[src/verilog/ude_regs.vh]
// Register offsets, command codes, field positions, reset values, burst length and buffer depth for the endpoint DMA block
`ifndef UDE_REGS_VH
`define UDE_REGS_VH

// ==========================================================================
// Register byte offsets
`define UDE_OFF_IRQ        8'h00
`define UDE_OFF_STAT_SEL   8'h04
`define UDE_OFF_STATUS     8'h08
`define UDE_OFF_EPCFG      8'h0c
`define UDE_OFF_BUFCMD     8'h10
`define UDE_OFF_BUFDATA    8'h14
`define UDE_OFF_XFER_SETUP 8'h18
`define UDE_OFF_XFER_COUNT 8'h1c
`define UDE_OFF_HW_SETUP   8'h20

// ==========================================================================
// Buffer command codes
`define UDE_CMD_CLEAR      3'h1
`define UDE_CMD_VALIDATE   3'h2
`define UDE_CMD_SETUP_ACK  3'h3
`define UDE_CMD_SELECT     3'h4

// ==========================================================================
// Transfer engine setup fields
`define UDE_XS_IDX_LO      0
`define UDE_XS_IDX_HI      3
`define UDE_XS_RUN         4
`define UDE_XS_CNT_TERM    5
`define UDE_XS_SHORT_TERM  6
`define UDE_XS_BURST       7
`define UDE_XS_RESET       8'h00

// ==========================================================================
// Hardware setup fields
`define UDE_HW_ACK_ONLY    0
`define UDE_HW_REQ_POL     1
`define UDE_HW_ACK_POL     2
`define UDE_HW_RESET       3'h0

// ==========================================================================
// Endpoint setup fields: enable, direction, isochronous
`define UDE_EC_EN          0
`define UDE_EC_DIR         1
`define UDE_EC_ISO         2
`define UDE_EC_RESET       3'h0

// ==========================================================================
// Burst length in bytes and buffer depth
`define UDE_BURST_LEN      5'h10
`define UDE_BUF_DEPTH      64

`endif

[src/verilog/ude_axil.v]
// AXI4-Lite slave front end: holds one write and one read, single-cycle strobes
`timescale 1ns/1ps
module ude_axil (
    // Clock and reset
    input  wire        REF_CLK,
    input  wire        RST,
    // AXI4-Lite
    input  wire [7:0]  awaddr,
    input  wire        awvalid,
    output wire        awready,
    input  wire [31:0] wdata,
    input  wire [3:0]  wstrb,
    input  wire        wvalid,
    output wire        wready,
    output reg  [1:0]  bresp,
    output reg         bvalid,
    input  wire        bready,
    input  wire [7:0]  araddr,
    input  wire        arvalid,
    output wire        arready,
    output reg  [31:0] rdata,
    output reg  [1:0]  rresp,
    output reg         rvalid,
    input  wire        rready,
    // Register side
    output wire        wr_stb,
    output wire [7:0]  wr_addr,
    output wire [31:0] wr_data,
    output wire [3:0]  wr_be,
    input  wire        wr_ok,
    output wire        rd_stb,
    output wire [7:0]  rd_addr,
    input  wire [31:0] rd_data,
    input  wire        rd_ok
);
    reg        aw_full_r;
    reg        w_full_r;
    reg [7:0]  aw_r;
    reg [31:0] wd_r;
    reg [3:0]  ws_r;

    assign awready = !aw_full_r && !bvalid;
    assign wready  = !w_full_r && !bvalid;
    assign arready = !rvalid;
    assign wr_stb  = aw_full_r && w_full_r && !bvalid;
    assign wr_addr = aw_r;
    assign wr_data = wd_r;
    assign wr_be   = ws_r;
    assign rd_stb  = arvalid && !rvalid;
    assign rd_addr = araddr;

    always @(posedge REF_CLK) begin
        if (RST) begin
            aw_full_r <= 1'b0;
            w_full_r  <= 1'b0;
            aw_r      <= 8'h00;
            wd_r      <= 32'h0;
            ws_r      <= 4'h0;
            bvalid    <= 1'b0;
            bresp     <= 2'h0;
            rvalid    <= 1'b0;
            rresp     <= 2'h0;
            rdata     <= 32'h0;
        end else begin
            if (awvalid && awready) begin
                aw_full_r <= 1'b1;
                aw_r      <= {awaddr[7:2], 2'h0};
            end
            if (wvalid && wready) begin
                w_full_r <= 1'b1;
                wd_r     <= wdata;
                ws_r     <= wstrb;
            end
            if (wr_stb) begin
                aw_full_r <= 1'b0;
                w_full_r  <= 1'b0;
                bvalid    <= 1'b1;
                bresp     <= wr_ok ? 2'h0 : 2'h2;
            end else if (bvalid && bready) begin
                bvalid <= 1'b0;
            end
            if (rd_stb) begin
                rvalid <= 1'b1;
                rdata  <= rd_data;
                rresp  <= rd_ok ? 2'h0 : 2'h2;
            end else if (rvalid && rready) begin
                rvalid <= 1'b0;
            end
        end
    end
endmodule

[src/verilog/ude_sync.v]
// Two flip-flop synchroniser for one pin input
`timescale 1ns/1ps
module ude_sync (
    // Clock and reset
    input  wire REF_CLK,
    input  wire RST,
    // Pin side
    input  wire d_in,
    // Clock domain side
    output reg  q_out
);
    reg meta_r;

    always @(posedge REF_CLK) begin
        if (RST) begin
            meta_r <= 1'b0;
            q_out  <= 1'b0;
        end else begin
            meta_r <= d_in;
            q_out  <= meta_r;
        end
    end
endmodule

[src/verilog/ude_top.v]
// Endpoint buffer access and fly-by transfer engine of a USB device controller
// Overview of operation
// Packet sent or received on an endpoint sets its event flag.
// Reading endpoint status clears its event flag; status shows buffer state.
// Receive buffer read gives length then data; clear command frees buffer.
// Transmit buffer written with length and data; validate allows sending.
// Set-up packet flushes control IN, blocks validate and clear on control.
// Set-up acknowledge to both control endpoints re-enables validate and clear.
// Single-cycle transfers and bursts of up to 16 bytes.
// Request and acknowledge polarities are programmable.
// Four-bit index codes 0010 to 1111 select endpoints 2 to 15.
// Direction follows endpoint direction bit: OUT read, IN written.
// Acknowledge forces bus accesses onto the transfer-selected endpoint.
// Fly-by handshake mode used when acknowledge-only bit is clear.
// Device drives request; controller drives acknowledge, end input, strobes.
// Acknowledged read drives endpoint data while read strobe is asserted.
// Request drops after each byte in single mode, after burst otherwise.
// Acknowledge released ends the cycle; device stops driving data.
// Bulk transfer ends on count, short OUT packet, or enable clear.
// Setting enable loads counter from byte count; completion ends transfer.
// Short packet stops transfer only after all its bytes moved.
// Bulk IN with short termination ends at zero count mid-buffer.
// Clearing enable stops the transfer with no interrupt.
// Isochronous transfer ends on count, end-of-packet, or enable clear.
// Receive endpoint requests while enabled and a buffer is full.
// Termination clears the endpoint buffer and disables the engine; an IN endpoint buffer is set full (validated) instead of cleared.
// Reset disables configurable endpoints, clears setup; control stays enabled.
// Index codes 0000 and 0001 never raise a request.
// External end input terminates like an internal end condition.
`timescale 1ns/1ps
`include "ude_regs.vh"
module ude_top (
    // Clock and reset
    input  wire        REF_CLK,
    input  wire        RST,
    // AXI4-Lite
    input  wire [7:0]  AWADDR,
    input  wire        AWVALID,
    output wire        AWREADY,
    input  wire [31:0] WDATA,
    input  wire [3:0]  WSTRB,
    input  wire        WVALID,
    output wire        WREADY,
    output wire [1:0]  BRESP,
    output wire        BVALID,
    input  wire        BREADY,
    input  wire [7:0]  ARADDR,
    input  wire        ARVALID,
    output wire        ARREADY,
    output wire [31:0] RDATA,
    output wire [1:0]  RRESP,
    output wire        RVALID,
    input  wire        RREADY,
    // Serial engine events
    input  wire        USB_BUS_RESET,
    input  wire        SIE_RX_DONE,
    input  wire        SIE_TX_DONE,
    input  wire [3:0]  SIE_EP,
    input  wire        SIE_SETUP,
    input  wire        SIE_RX_SHORT,
    input  wire        SIE_EOP,
    input  wire [7:0]  SIE_RX_DATA,
    input  wire        SIE_RX_WE,
    output wire        SIE_TX_READY,
    // Fly-by transfer pins
    output wire        TRANSFER_REQUEST_OUT,
    input  wire        TRANSFER_ACKNOWLEDGE_IN,
    input  wire        TRANSFER_END_INPUT,
    input  wire        RD_STROBE_N,
    input  wire        WR_STROBE_N,
    input  wire [7:0]  DATA_IN,
    output wire [7:0]  DATA_OUT,
    output wire        DATA_OE_N
);
    // ======================================================================
    // Pin synchronisers
    wire ack_s;
    wire eot_s;
    wire rd_s;
    wire wr_s;
    // controller pins
    ude_sync u_sack (.REF_CLK(REF_CLK), .RST(RST), .d_in(TRANSFER_ACKNOWLEDGE_IN), .q_out(ack_s));
    ude_sync u_seot (.REF_CLK(REF_CLK), .RST(RST), .d_in(TRANSFER_END_INPUT), .q_out(eot_s));
    ude_sync u_srd  (.REF_CLK(REF_CLK), .RST(RST), .d_in(~RD_STROBE_N), .q_out(rd_s));
    ude_sync u_swr  (.REF_CLK(REF_CLK), .RST(RST), .d_in(~WR_STROBE_N), .q_out(wr_s));

    // ======================================================================
    // Bus slave
    wire        wr_stb;
    wire [7:0]  wr_addr;
    wire [31:0] wr_data;
    wire [3:0]  wr_be;
    wire        rd_stb;
    wire [7:0]  rd_addr;
    reg  [31:0] rd_mux;
    reg         rd_hit;
    reg         wr_hit;
    ude_axil u_bus (
        .REF_CLK(REF_CLK), .RST(RST),
        .awaddr(AWADDR), .awvalid(AWVALID), .awready(AWREADY),
        .wdata(WDATA), .wstrb(WSTRB), .wvalid(WVALID), .wready(WREADY),
        .bresp(BRESP), .bvalid(BVALID), .bready(BREADY),
        .araddr(ARADDR), .arvalid(ARVALID), .arready(ARREADY),
        .rdata(RDATA), .rresp(RRESP), .rvalid(RVALID), .rready(RREADY),
        .wr_stb(wr_stb), .wr_addr(wr_addr), .wr_data(wr_data), .wr_be(wr_be),
        .wr_ok(wr_hit), .rd_stb(rd_stb), .rd_addr(rd_addr),
        .rd_data(rd_mux), .rd_ok(rd_hit)
    );

    // ======================================================================
    // State
    reg [15:0] event_flag_r;
    reg [3:0]  pio_sel_r;
    reg [2:0]  ep_setup_r [0:15];
    reg [15:0] buf_full_r;
    reg [6:0]  buf_len_r  [0:15];
    reg [6:0]  rd_ptr_r   [0:15];
    reg [15:0] short_r;
    reg [7:0]  xs_r;
    reg [2:0]  hw_r;
    reg [15:0] byte_count_r;
    reg [15:0] cnt_r;
    reg [4:0]  burst_cnt_r;
    reg        req_r;
    reg        setup_lock_r;
    reg [1:0]  setup_ack_r;
    reg        rd_d_r;
    reg        wr_d_r;
    reg [7:0]  dout_r;
    reg        doe_r;
    reg [7:0]  mem_r [0:`UDE_BUF_DEPTH-1];

    // index code to endpoint slot
    function [3:0] idx_to_ep;
        input [3:0] code;
        begin
            idx_to_ep = (code < 4'h2) ? 4'h0 : code;
        end
    endfunction

    wire       run       = xs_r[`UDE_XS_RUN];
    wire [3:0] xfer_ep   = idx_to_ep(xs_r[`UDE_XS_IDX_HI:`UDE_XS_IDX_LO]);
    // direction from setup
    wire       ep_in     = ep_setup_r[xfer_ep][`UDE_EC_DIR];
    wire       ep_iso    = ep_setup_r[xfer_ep][`UDE_EC_ISO];
    wire       ack_act   = ack_s ^ hw_r[`UDE_HW_ACK_POL] ^ 1'b1;
    wire       flyby     = !hw_r[`UDE_HW_ACK_ONLY];
    // transfer endpoint overrides
    wire [3:0] bus_ep    = ack_act ? xfer_ep : pio_sel_r;
    wire [6:0] cur_ptr   = rd_ptr_r[xfer_ep];
    wire       rd_edge   = rd_s && !rd_d_r;
    wire       wr_edge   = wr_s && !wr_d_r;
    wire       xfer_ok   = run && flyby && (xfer_ep != 4'h0) && ack_act;
    wire       rd_beat   = xfer_ok && !ep_in && rd_edge;
    wire       wr_beat   = xfer_ok && ep_in && wr_edge;
    wire       beat      = rd_beat || wr_beat;
    wire       last_byte = rd_beat && (cur_ptr + 7'h1 >= buf_len_r[xfer_ep]);
    // bulk end conditions
    wire       cnt_done  = xs_r[`UDE_XS_CNT_TERM] && beat && (cnt_r == 16'h1);
    // short after last byte
    wire       short_end = !ep_iso && xs_r[`UDE_XS_SHORT_TERM] && !ep_in
                           && short_r[xfer_ep] && last_byte;
    // short IN at zero count
    wire       in_short  = !ep_iso && xs_r[`UDE_XS_SHORT_TERM] && wr_beat
                           && (cnt_r == 16'h1);
    // isochronous end of packet
    wire       iso_end   = ep_iso && run && SIE_EOP && (SIE_EP == xfer_ep);
    // external end input
    wire       terminate = run && (cnt_done || short_end || in_short || iso_end
                           || (eot_s && ack_act));
    wire       sel_wr    = wr_stb && wr_be[0];

    // ======================================================================
    // Request logic
    // request on full buffer
    // control codes never request
    wire want = run && flyby && (xfer_ep != 4'h0) && !terminate
                && (ep_in ? !buf_full_r[xfer_ep] : buf_full_r[xfer_ep]);
    // request polarity
    assign TRANSFER_REQUEST_OUT = req_r ^ hw_r[`UDE_HW_REQ_POL] ^ 1'b1;
    // drive data during read
    assign DATA_OUT     = dout_r;
    assign DATA_OE_N    = !doe_r;
    assign SIE_TX_READY = buf_full_r[SIE_EP] && ep_setup_r[SIE_EP][`UDE_EC_DIR];

    // ======================================================================
    // Read mux
    always @* begin
        rd_hit = 1'b1;
        rd_mux = 32'h0;
        case (rd_addr)
            `UDE_OFF_IRQ:        rd_mux = {16'h0, event_flag_r};
            `UDE_OFF_STAT_SEL:   rd_mux = {28'h0, pio_sel_r};
            `UDE_OFF_STATUS:     rd_mux = {24'h0, short_r[bus_ep], setup_lock_r,
                                           buf_len_r[bus_ep][5:0] == 6'h0, buf_full_r[bus_ep],
                                           bus_ep};
            `UDE_OFF_EPCFG:      rd_mux = {29'h0, ep_setup_r[pio_sel_r]};
            `UDE_OFF_BUFDATA:    rd_mux = {17'h0, buf_len_r[bus_ep], mem_r[rd_ptr_r[bus_ep][5:0]]};
            `UDE_OFF_XFER_SETUP: rd_mux = {24'h0, xs_r};
            `UDE_OFF_XFER_COUNT: rd_mux = {cnt_r, byte_count_r};
            `UDE_OFF_HW_SETUP:   rd_mux = {29'h0, hw_r};
            default:             rd_hit = 1'b0;
        endcase
    end

    always @* begin
        case (wr_addr)
            `UDE_OFF_STAT_SEL, `UDE_OFF_EPCFG, `UDE_OFF_BUFCMD, `UDE_OFF_BUFDATA,
            `UDE_OFF_XFER_SETUP, `UDE_OFF_XFER_COUNT, `UDE_OFF_HW_SETUP: wr_hit = 1'b1;
            default: wr_hit = 1'b0;
        endcase
    end

    // ======================================================================
    // Per-endpoint buffer state
    wire       cmd_wr   = sel_wr && (wr_addr == `UDE_OFF_BUFCMD);
    wire [2:0] cmd      = wr_data[2:0];
    wire       ctl_ep   = (pio_sel_r < 4'h2);
    genvar g;
    generate
        for (g = 0; g < 16; g = g + 1) begin : g_ep
            wire hit_pio = (bus_ep == g);
            always @(posedge REF_CLK) begin
                // reset clears endpoint setup
                if (RST || USB_BUS_RESET) begin
                    ep_setup_r[g] <= (g < 2) ? 3'h1 | ((g == 1) ? 3'h2 : 3'h0)
                                             : `UDE_EC_RESET;
                    buf_full_r[g] <= 1'b0;
                    buf_len_r[g]  <= 7'h0;
                    rd_ptr_r[g]   <= 7'h0;
                    short_r[g]    <= 1'b0;
                    event_flag_r[g] <= 1'b0;
                end else begin
                    if (sel_wr && wr_addr == `UDE_OFF_EPCFG && pio_sel_r == g && g > 1)
                        ep_setup_r[g] <= wr_data[2:0];
                    // receive fill from engine
                    if (SIE_RX_WE && SIE_EP == g && !buf_full_r[g])
                        buf_len_r[g] <= buf_len_r[g] + 7'h1;
                    if (SIE_RX_DONE && SIE_EP == g) begin
                        buf_full_r[g] <= 1'b1;
                        short_r[g]    <= SIE_RX_SHORT;
                        rd_ptr_r[g]   <= 7'h0;
                    end
                    if (hit_pio && sel_wr && wr_addr == `UDE_OFF_BUFDATA)
                        buf_len_r[g] <= buf_len_r[g] + 7'h1;
                    if (hit_pio && rd_stb && rd_addr == `UDE_OFF_BUFDATA)
                        rd_ptr_r[g] <= rd_ptr_r[g] + 7'h1;
                    if (xfer_ep == g && rd_beat)
                        rd_ptr_r[g] <= rd_ptr_r[g] + 7'h1;
                    if (xfer_ep == g && wr_beat)
                        buf_len_r[g] <= buf_len_r[g] + 7'h1;
                    // clear command frees buffer
                    // validate arms transmit
                    // locked while set-up pending
                    if (cmd_wr && pio_sel_r == g && !(ctl_ep && setup_lock_r)) begin
                        if (cmd == `UDE_CMD_CLEAR) begin
                            buf_full_r[g] <= 1'b0;
                            buf_len_r[g]  <= 7'h0;
                        end else if (cmd == `UDE_CMD_VALIDATE) begin
                            buf_full_r[g] <= 1'b1;
                        end
                    end
                    if (SIE_TX_DONE && SIE_EP == g) begin
                        buf_full_r[g] <= 1'b0;
                        buf_len_r[g]  <= 7'h0;
                    end
                    // flush control IN
                    if (SIE_SETUP && g == 1) begin
                        buf_full_r[g] <= 1'b0;
                        buf_len_r[g]  <= 7'h0;
                    end
                    // clear OUT buffer on end, set IN buffer full
                    if (terminate && xfer_ep == g && !ep_in) begin
                        buf_full_r[g] <= 1'b0;
                        buf_len_r[g]  <= 7'h0;
                    end
                    if (terminate && xfer_ep == g && ep_in)
                        buf_full_r[g] <= 1'b1;
                    // set event flag
                    if ((SIE_RX_DONE || SIE_TX_DONE) && SIE_EP == g)
                        event_flag_r[g] <= 1'b1;
                    // status read clears flag, set wins
                    else if (rd_stb && rd_addr == `UDE_OFF_STATUS && bus_ep == g)
                        event_flag_r[g] <= 1'b0;
                end
            end
        end
    endgenerate

    // ======================================================================
    // Shared buffer storage, data bytes
    always @(posedge REF_CLK) begin
        if (SIE_RX_WE)
            mem_r[buf_len_r[SIE_EP][5:0]] <= SIE_RX_DATA;
        else if (wr_beat)
            mem_r[buf_len_r[xfer_ep][5:0]] <= DATA_IN;
        else if (sel_wr && wr_addr == `UDE_OFF_BUFDATA)
            mem_r[buf_len_r[bus_ep][5:0]] <= wr_data[7:0];
    end

    // ======================================================================
    // Control, set-up lock and transfer engine
    always @(posedge REF_CLK) begin
        if (RST || USB_BUS_RESET) begin
            pio_sel_r    <= 4'h0;
            xs_r         <= `UDE_XS_RESET;
            hw_r         <= `UDE_HW_RESET;
            byte_count_r <= 16'h0;
            cnt_r        <= 16'h0;
            burst_cnt_r  <= 5'h0;
            req_r        <= 1'b0;
            setup_lock_r <= 1'b0;
            setup_ack_r  <= 2'h0;
            rd_d_r       <= 1'b0;
            wr_d_r       <= 1'b0;
            dout_r       <= 8'h00;
            doe_r        <= 1'b0;
        end else begin
            rd_d_r <= rd_s;
            wr_d_r <= wr_s;
            if (sel_wr && wr_addr == `UDE_OFF_STAT_SEL)
                pio_sel_r <= wr_data[3:0];
            if (sel_wr && wr_addr == `UDE_OFF_HW_SETUP)
                hw_r <= wr_data[2:0];
            if (sel_wr && wr_addr == `UDE_OFF_XFER_COUNT)
                byte_count_r <= wr_data[15:0];
            // acknowledge both control endpoints
            if (SIE_SETUP) begin
                setup_lock_r <= 1'b1;
                setup_ack_r  <= 2'h0;
            end else if (cmd_wr && cmd == `UDE_CMD_SETUP_ACK && ctl_ep) begin
                setup_ack_r[pio_sel_r[0]] <= 1'b1;
                if (setup_ack_r[~pio_sel_r[0]])
                    setup_lock_r <= 1'b0;
            end
            // load counter on enable
            // clear stops silently
            if (sel_wr && wr_addr == `UDE_OFF_XFER_SETUP) begin
                xs_r <= wr_data[7:0];
                if (wr_data[`UDE_XS_RUN] && !run)
                    cnt_r <= byte_count_r;
            end else if (terminate) begin
                xs_r[`UDE_XS_RUN] <= 1'b0;
            end else if (beat && cnt_r != 16'h0) begin
                cnt_r <= cnt_r - 16'h1;
            end
            // drop request after byte or burst
            // burst of up to 16
            if (!run || terminate) begin
                req_r       <= 1'b0;
                burst_cnt_r <= 5'h0;
            end else if (beat) begin
                if (!xs_r[`UDE_XS_BURST] || burst_cnt_r + 5'h1 >= `UDE_BURST_LEN) begin
                    req_r       <= 1'b0;
                    burst_cnt_r <= 5'h0;
                end else begin
                    burst_cnt_r <= burst_cnt_r + 5'h1;
                end
            end else if (!ack_act) begin
                // fly-by request only
                req_r <= want;
            end
            // present byte on read
            // stop driving when released
            if (rd_beat) begin
                doe_r  <= 1'b1;
                dout_r <= mem_r[cur_ptr[5:0]];
            end else if (!ack_act || !rd_s) begin
                doe_r <= 1'b0;
            end
        end
    end
endmodule
[config.mk]
export PLATFORM = sky130hd
export DESIGN_NAME = ude_top
export DESIGN_NICKNAME = d
export VERILOG_FILES = /design/src/verilog/ude_axil.v /design/src/verilog/ude_sync.v /design/src/verilog/ude_top.v
export VERILOG_INCLUDE_DIRS = /design/src /design/src/verilog
export SDC_FILE = /design/constraint.sdc
export NUM_CORES = 2
export LEC_CHECK = 0
export BUFFER_PORTS_ARGS = -buffer_cell sky130_fd_sc_hd__buf_2
export CAP_MARGIN = 10
export CORE_UTILIZATION = 34
export CTS_CLUSTER_SIZE = 10
export DETAILED_ROUTE_END_ITERATION = 16
export PLACE_DENSITY = 0.46
export SYNTH_ARGS = -nofsm -noshare
export SYNTH_HDL_FRONTEND = slang
export SYNTH_HIERARCHICAL = 1
export SYNTH_SLANG_ARGS = --single-unit
[constraint.sdc]
create_clock -name REF_CLK -period 7 [get_ports REF_CLK]
set_input_delay 0.7 -clock REF_CLK [delete_from_list [all_inputs] [get_ports REF_CLK]]
set_output_delay 0.7 -clock REF_CLK [all_outputs]
set_load 0.02 [all_outputs]
# ---- Yosys cells after proc, flatten, opt, wreduce, memory -nomap -nowiden
# Memory sizes are Yosys's and may differ from the RTL's. A register that Yosys moved wholly into a read port is not among the register bits.
# Cells that the tools add are included.
dict set report op_classes {
  n_mux 842
  n_div 0
  bitwise_logic 167
  n_addsub 35
  n_mul 0
  shifts 0
  magnitude_cmp 10
  n_eq_ne 82
  n_reduce_logical 420
}
# operator count
set op_table {}
lappend op_table {{7-bit two-way mux} 145}
lappend op_table {{1-bit two-way mux} 661}
lappend op_table {{1-bit logical AND} 336}
lappend op_table {{32-bit one-hot mux with 8 select lines} 1}
lappend op_table {{7-bit by 1-bit adder with 7-bit output (second input constant)} 33}
lappend op_table {{1-bit OR} 159}
lappend op_table {{4-bit == test (second input constant)} 32}
lappend op_table {{4-bit by 3-bit == test with 1-bit output (second input constant)} 16}
lappend op_table {{16-bit two-way mux} 4}
lappend op_table {{2-bit nonzero test} 24}
lappend op_table {{3-bit two-way mux} 14}
lappend op_table {{4-bit by 2-bit == test with 1-bit output (second input constant)} 8}
lappend op_table {{1-bit logical NOT} 32}
lappend op_table {{6-bit by 3-bit == test with 1-bit output (second input constant)} 4}
lappend op_table {{8-bit by 5-bit == test with 1-bit output (second input constant)} 3}
lappend op_table {{8-bit OR reduction} 3}
lappend op_table {{1-bit binary-select mux with 4-bit select} 5}
lappend op_table {{16-bit by 1-bit == test with 1-bit output (second input constant)} 1}
lappend op_table {{4-bit by 1-bit == test with 1-bit output (second input constant)} 4}
lappend op_table {{8-bit by 4-bit == test with 1-bit output (second input constant)} 2}
lappend op_table {{4-bit logical NOT} 4}
lappend op_table {{4-bit two-way mux} 4}
lappend op_table {{8-bit two-way mux} 2}
lappend op_table {{16-bit nonzero test} 1}
lappend op_table {{32 further kinds} 58}
dict set report word_totals {
  mem_bits_ro 0
  output_inout_bits 52
  register_bits 178
  mem_count 4
  elab_cells 1639
  latch_bits 0
  in_bits 90
  ramBits 784
}
# memory depth word_bits rd rd_clocked_by_memory_dff write_ports line
set memory_table {}
lappend memory_table {mem_r 64 8 2 1 1 ude_top.v:131} ;# reg [7:0] mem_r [0:`UDE_BUF_DEPTH-1];
lappend memory_table {buf_len_r 16 7 19 0 16 ude_top.v:116} ;# reg [6:0] buf_len_r [0:15];
lappend memory_table {rd_ptr_r 16 7 18 0 16 ude_top.v:117} ;# reg [6:0] rd_ptr_r [0:15];
lappend memory_table {ep_setup_r 16 3 3 1 16 ude_top.v:114} ;# reg [2:0] ep_setup_r [0:15];

# ---- Depth between registers and ports, before layout
dict set report logic_depth {
  ltp_word 21
  ltp_mapped 27
  mapped_depth_nobuf 18
}

# ---- Modules after synthesis
# The synthesis kept the hierarchy.
# mod seq_area_each_um2 n_inst area_per_inst_um2 cells_per_inst
set modules_own_cells {}
lappend modules_own_cells {ude_top 25744.7 1 50957.6 4763}
lappend modules_own_cells {ude_axil 1601.5 1 2921.6 358}
lappend modules_own_cells {ude_sync 40.0 4 52.6 4}

# ---- Worst setup path after synthesis
# Ideal clock, no wire load.
dict set report synth_path {
  kind {register -> register}
  start {register u_bus.aw_r[7] (netlist: u_bus/wr_addr[7])}
  end {memory mem_r[0][0] (data pin)}
  path_buffers 2
  setup_slack_ns 1.423
  path_stages_with_launch 11
  setup_ns 0.702
  arrival_time_ns 4.875
  required_time_ns 6.298
  synth_period_minus_slack_ns 5.577
  path_cell_list {dfxtp_1 -> or4_1 -> nor3_1 -> and2_1 -> clkbuf_1 -> and3b_1 -> buf_2 -> inv_1 -> nor2_1 -> a22oi_1 -> o21ai_0}
}
dict set report synth_between {
  elab_chain_len 8
}
# item line
set synth_rtl {}
lappend synth_rtl {{start: declaration} ude_axil.v:38} ;# reg [7:0] aw_r;
lappend synth_rtl {{start signal: assignment} ude_axil.v:67} ;# aw_r <= {awaddr[7:2], 2'h0};
lappend synth_rtl {{6-bit by 3-bit == test with 1-bit output} -}
lappend synth_rtl {{1-bit logical AND (no line)} -}
lappend synth_rtl {{1-bit two-way mux} ude_top.v:297} ;# else if (sel_wr && wr_addr == `UDE_OFF_BUFDATA)
lappend synth_rtl {{1-bit two-way mux} ude_top.v:295} ;# else if (wr_beat)
lappend synth_rtl {{1-bit two-way mux} ude_top.v:293} ;# if (SIE_RX_WE)
lappend synth_rtl {{1-bit two-way mux (not written as such)} ude_top.v:298} ;# mem_r[buf_len_r[bus_ep][5:0]] <= wr_data[7:0];
lappend synth_rtl {{8-bit OR reduction (no line)} -}
lappend synth_rtl {{8-bit two-way mux (no line)} -}
lappend synth_rtl {{end: declaration} ude_top.v:131}
# No other way between the ends.

==> results.md <==
- Status: finished clean
- Final Critical Period: 6200 ps
- Post-route ant nets: 0
- Vias in the first global route: 41000
- DR iter-0 viols: 5445
- Clock latency on the worst-skew pair: 770 ps
- Largest net degree at the start of global routing: 113
- M2 GR Usage: 37.3%
- Yosys warns: 6
- Setup CP Type: flip-flop to flip-flop
- CP max-delay cell: dfxtp_4
- Routed length per instance: 29.0 µm
- Post-route cell area: 0.0603 mm²
- Critical Path Sink Type: flip-flop
- Pleak: 20.3 nW
- Cell Chain, Critical Path: o31a_2 -> buf_4 -> mux2i_1 -> mux4_2 -> mux2i_1 -> ha_1 -> nand2b_1 -> a21o_1 -> a21o_1 -> a21o_1 -> a21o_1 -> a21o_1 -> a21oi_1 -> o21ai_1 -> nand3_1 -> buf_4 -> o211ai_1 -> nor2_1
- Worst EP required: 7570 ps
- Most common cell after layout, fill and taps aside: nand2_1
- Rel. slew slack: 6.65%
- Clock Pin Slew Worst Setup and Hold Paths: 60 ps
- GRT met3 Usage: 5.18%
- Setup TNS Final: 0 ps
- Mapped Cells: 5060
- Placed cells: 7091
- I/O pin count: 142
- Num CTS Buffers: 114
- Layout Nets: 5282
- Max clock buf depth: 3
- Post-Route WL: 212 mm
- Crit path DAT: 6770 ps
- TritonCTS clock tree: done
- Drt pass-1 iters: 7
- Initial antenna violation count: 13
- # hold bufs at CTS: 0
- Synth-to-Final Area Change: 12.8%
- Placement Cell Area: 0.0569 mm²
- GRT overflow: 0
- Sinks on Clock Net: 966
- Syn_area_per_cell: 10.6 µm²
- GRT Util Overall: 26.3%
- Fraction of layout cells with a size suffix above 1: 14.2%
- M1 GR Usage: 39.2%
- Most frequent cells in the layout: nand2_1 (956), edfxtp_1 (778), nor2_1 (512), mux2i_1 (231), a21oi_1 (228)
- Area occupied by multi-input gates: 0.0245 mm²
- Final Wtd Congestion: 0.941
- Full die area: 0.159 mm²
- Total of fill cells in the finished design: 15300
- Non-filler cells in the finished layout: 7298
- Hold Slack: 183 ps
- Root Buffer: clkbuf_16
- Mapped Area: 0.0535 mm²
- Chip Height: 399 µm
- Layer with the highest usage: met1
- Die width: 399 µm
- Max-Cap Viols: 0
- Vias: 43400
- Crit start category: flip-flop
- RSZ-0062 raised after global routing: no
- # DRC: 0
- PD cells: 220 mW/mm²
- Worst min path class: primary input to flip-flop
- Pwr Total: 13.3 mW
- First-pass GRT wire length: 303 mm
- Least-Margin Pin Slew: 1400 ps
- Setup Buffers After CTS: 0
- DR vias/cell: 5.95
- Critical path peak fanout: 18
- Core Footprint: 0.156 mm²
- Detailed Place HPWL: 149 mm
- Port Buffers: 118
- Endpoints failing setup: 0
- Setup Skew: 58.6 ps
- CP delay by family, top: compound AO/OA/AOI/OAI gates
- Initial Util: 34.2%
- Most used cell, CP: a21o_1
- Period Utilization, post-route: 88.6%
- # rows: 145
- Fmax achieved: 0.161 GHz
- Crit path largest cell delay: 570 ps
- Fin. max-slew vios: 0
- WP buf/inv: 2
- FF/Latch Area: 0.0271 mm²
- PostCTS Resize Cnt: 0
- VDD IR max: 0.000193 V
- CTS H-tree depth: 3
- Hold Vio Cnt, Final: 0
metrics by stage:
step | util (%) | setup slack (ps)
after global placement | 36.4 | 912
final | 38.6 | 799
after CTS | 38.6 | 863
after detailed placement | 36.4 | 895
after global routing | 38.6 | 606
after floorplan | - | 1420
area by class of cell:
| class | count | area share [%] |
|---|---|---|
| diodes | 2 | 0.00830 |
| flip-flops and latches | 966 | 45.0 |
| multi-input cells | 3663 | 40.7 |
| repair buffers | 330 | 3.91 |
| well taps | 2058 | 4.27 |
| inverters | 74 | 0.469 |
| clock buffers | 189 | 5.45 |
| clock inverters | 16 | 0.261 |
worst min-delay path, stage by stage:
cell and delay, ps:
buf_2 100, nand2_1 40, a21oi_1 50
flip-flops by register name, summed over array words and instances, names as in the netlist, 8 cells and up, named ones only:
signal and cells:
xs_r 8, ep_setup_r 42, mem_r 512, DATA_OUT 8
short_r 16, rd_ptr_r 112, u_bus/wr_data 16, u_bus/rdata 32
buf_len_r 112, buf_full_r 16, event_flag_r 16, byte_count_r 16
cnt_r 16
routing by layer:
metal  wire length [µm]  vias to the layer above
met3              21100                      345
met2              88400                     2231
met5                 72                        -
met1              94800                    21800
li1                   -                    19000
met4               7490                       12
final timing paths:
| path | slack, ps | endpoint | cells past startpoint | from |
|---|---|---|---|---|
| worst max register to register | 800 | buf_len_r[12][4] | 18 | xs_r[1] |
| worst min-delay path | 180 | u_bus/wr_be[0] | 3 | WSTRB[0] |
| worst max-delay path | 800 | buf_len_r[12][4] | 18 | xs_r[1] |
| worst min register to register | 450 | burst_cnt_r[4] | 2 | burst_cnt_r[4] |
report_power, final:
part           leakage, nW  internal, mW  switching [mW]
clock                 1.66          3.18            2.49
sequential            9.09          6.31           0.143
combinational         9.60         0.373           0.778
(Power assumes the default switching activity.)
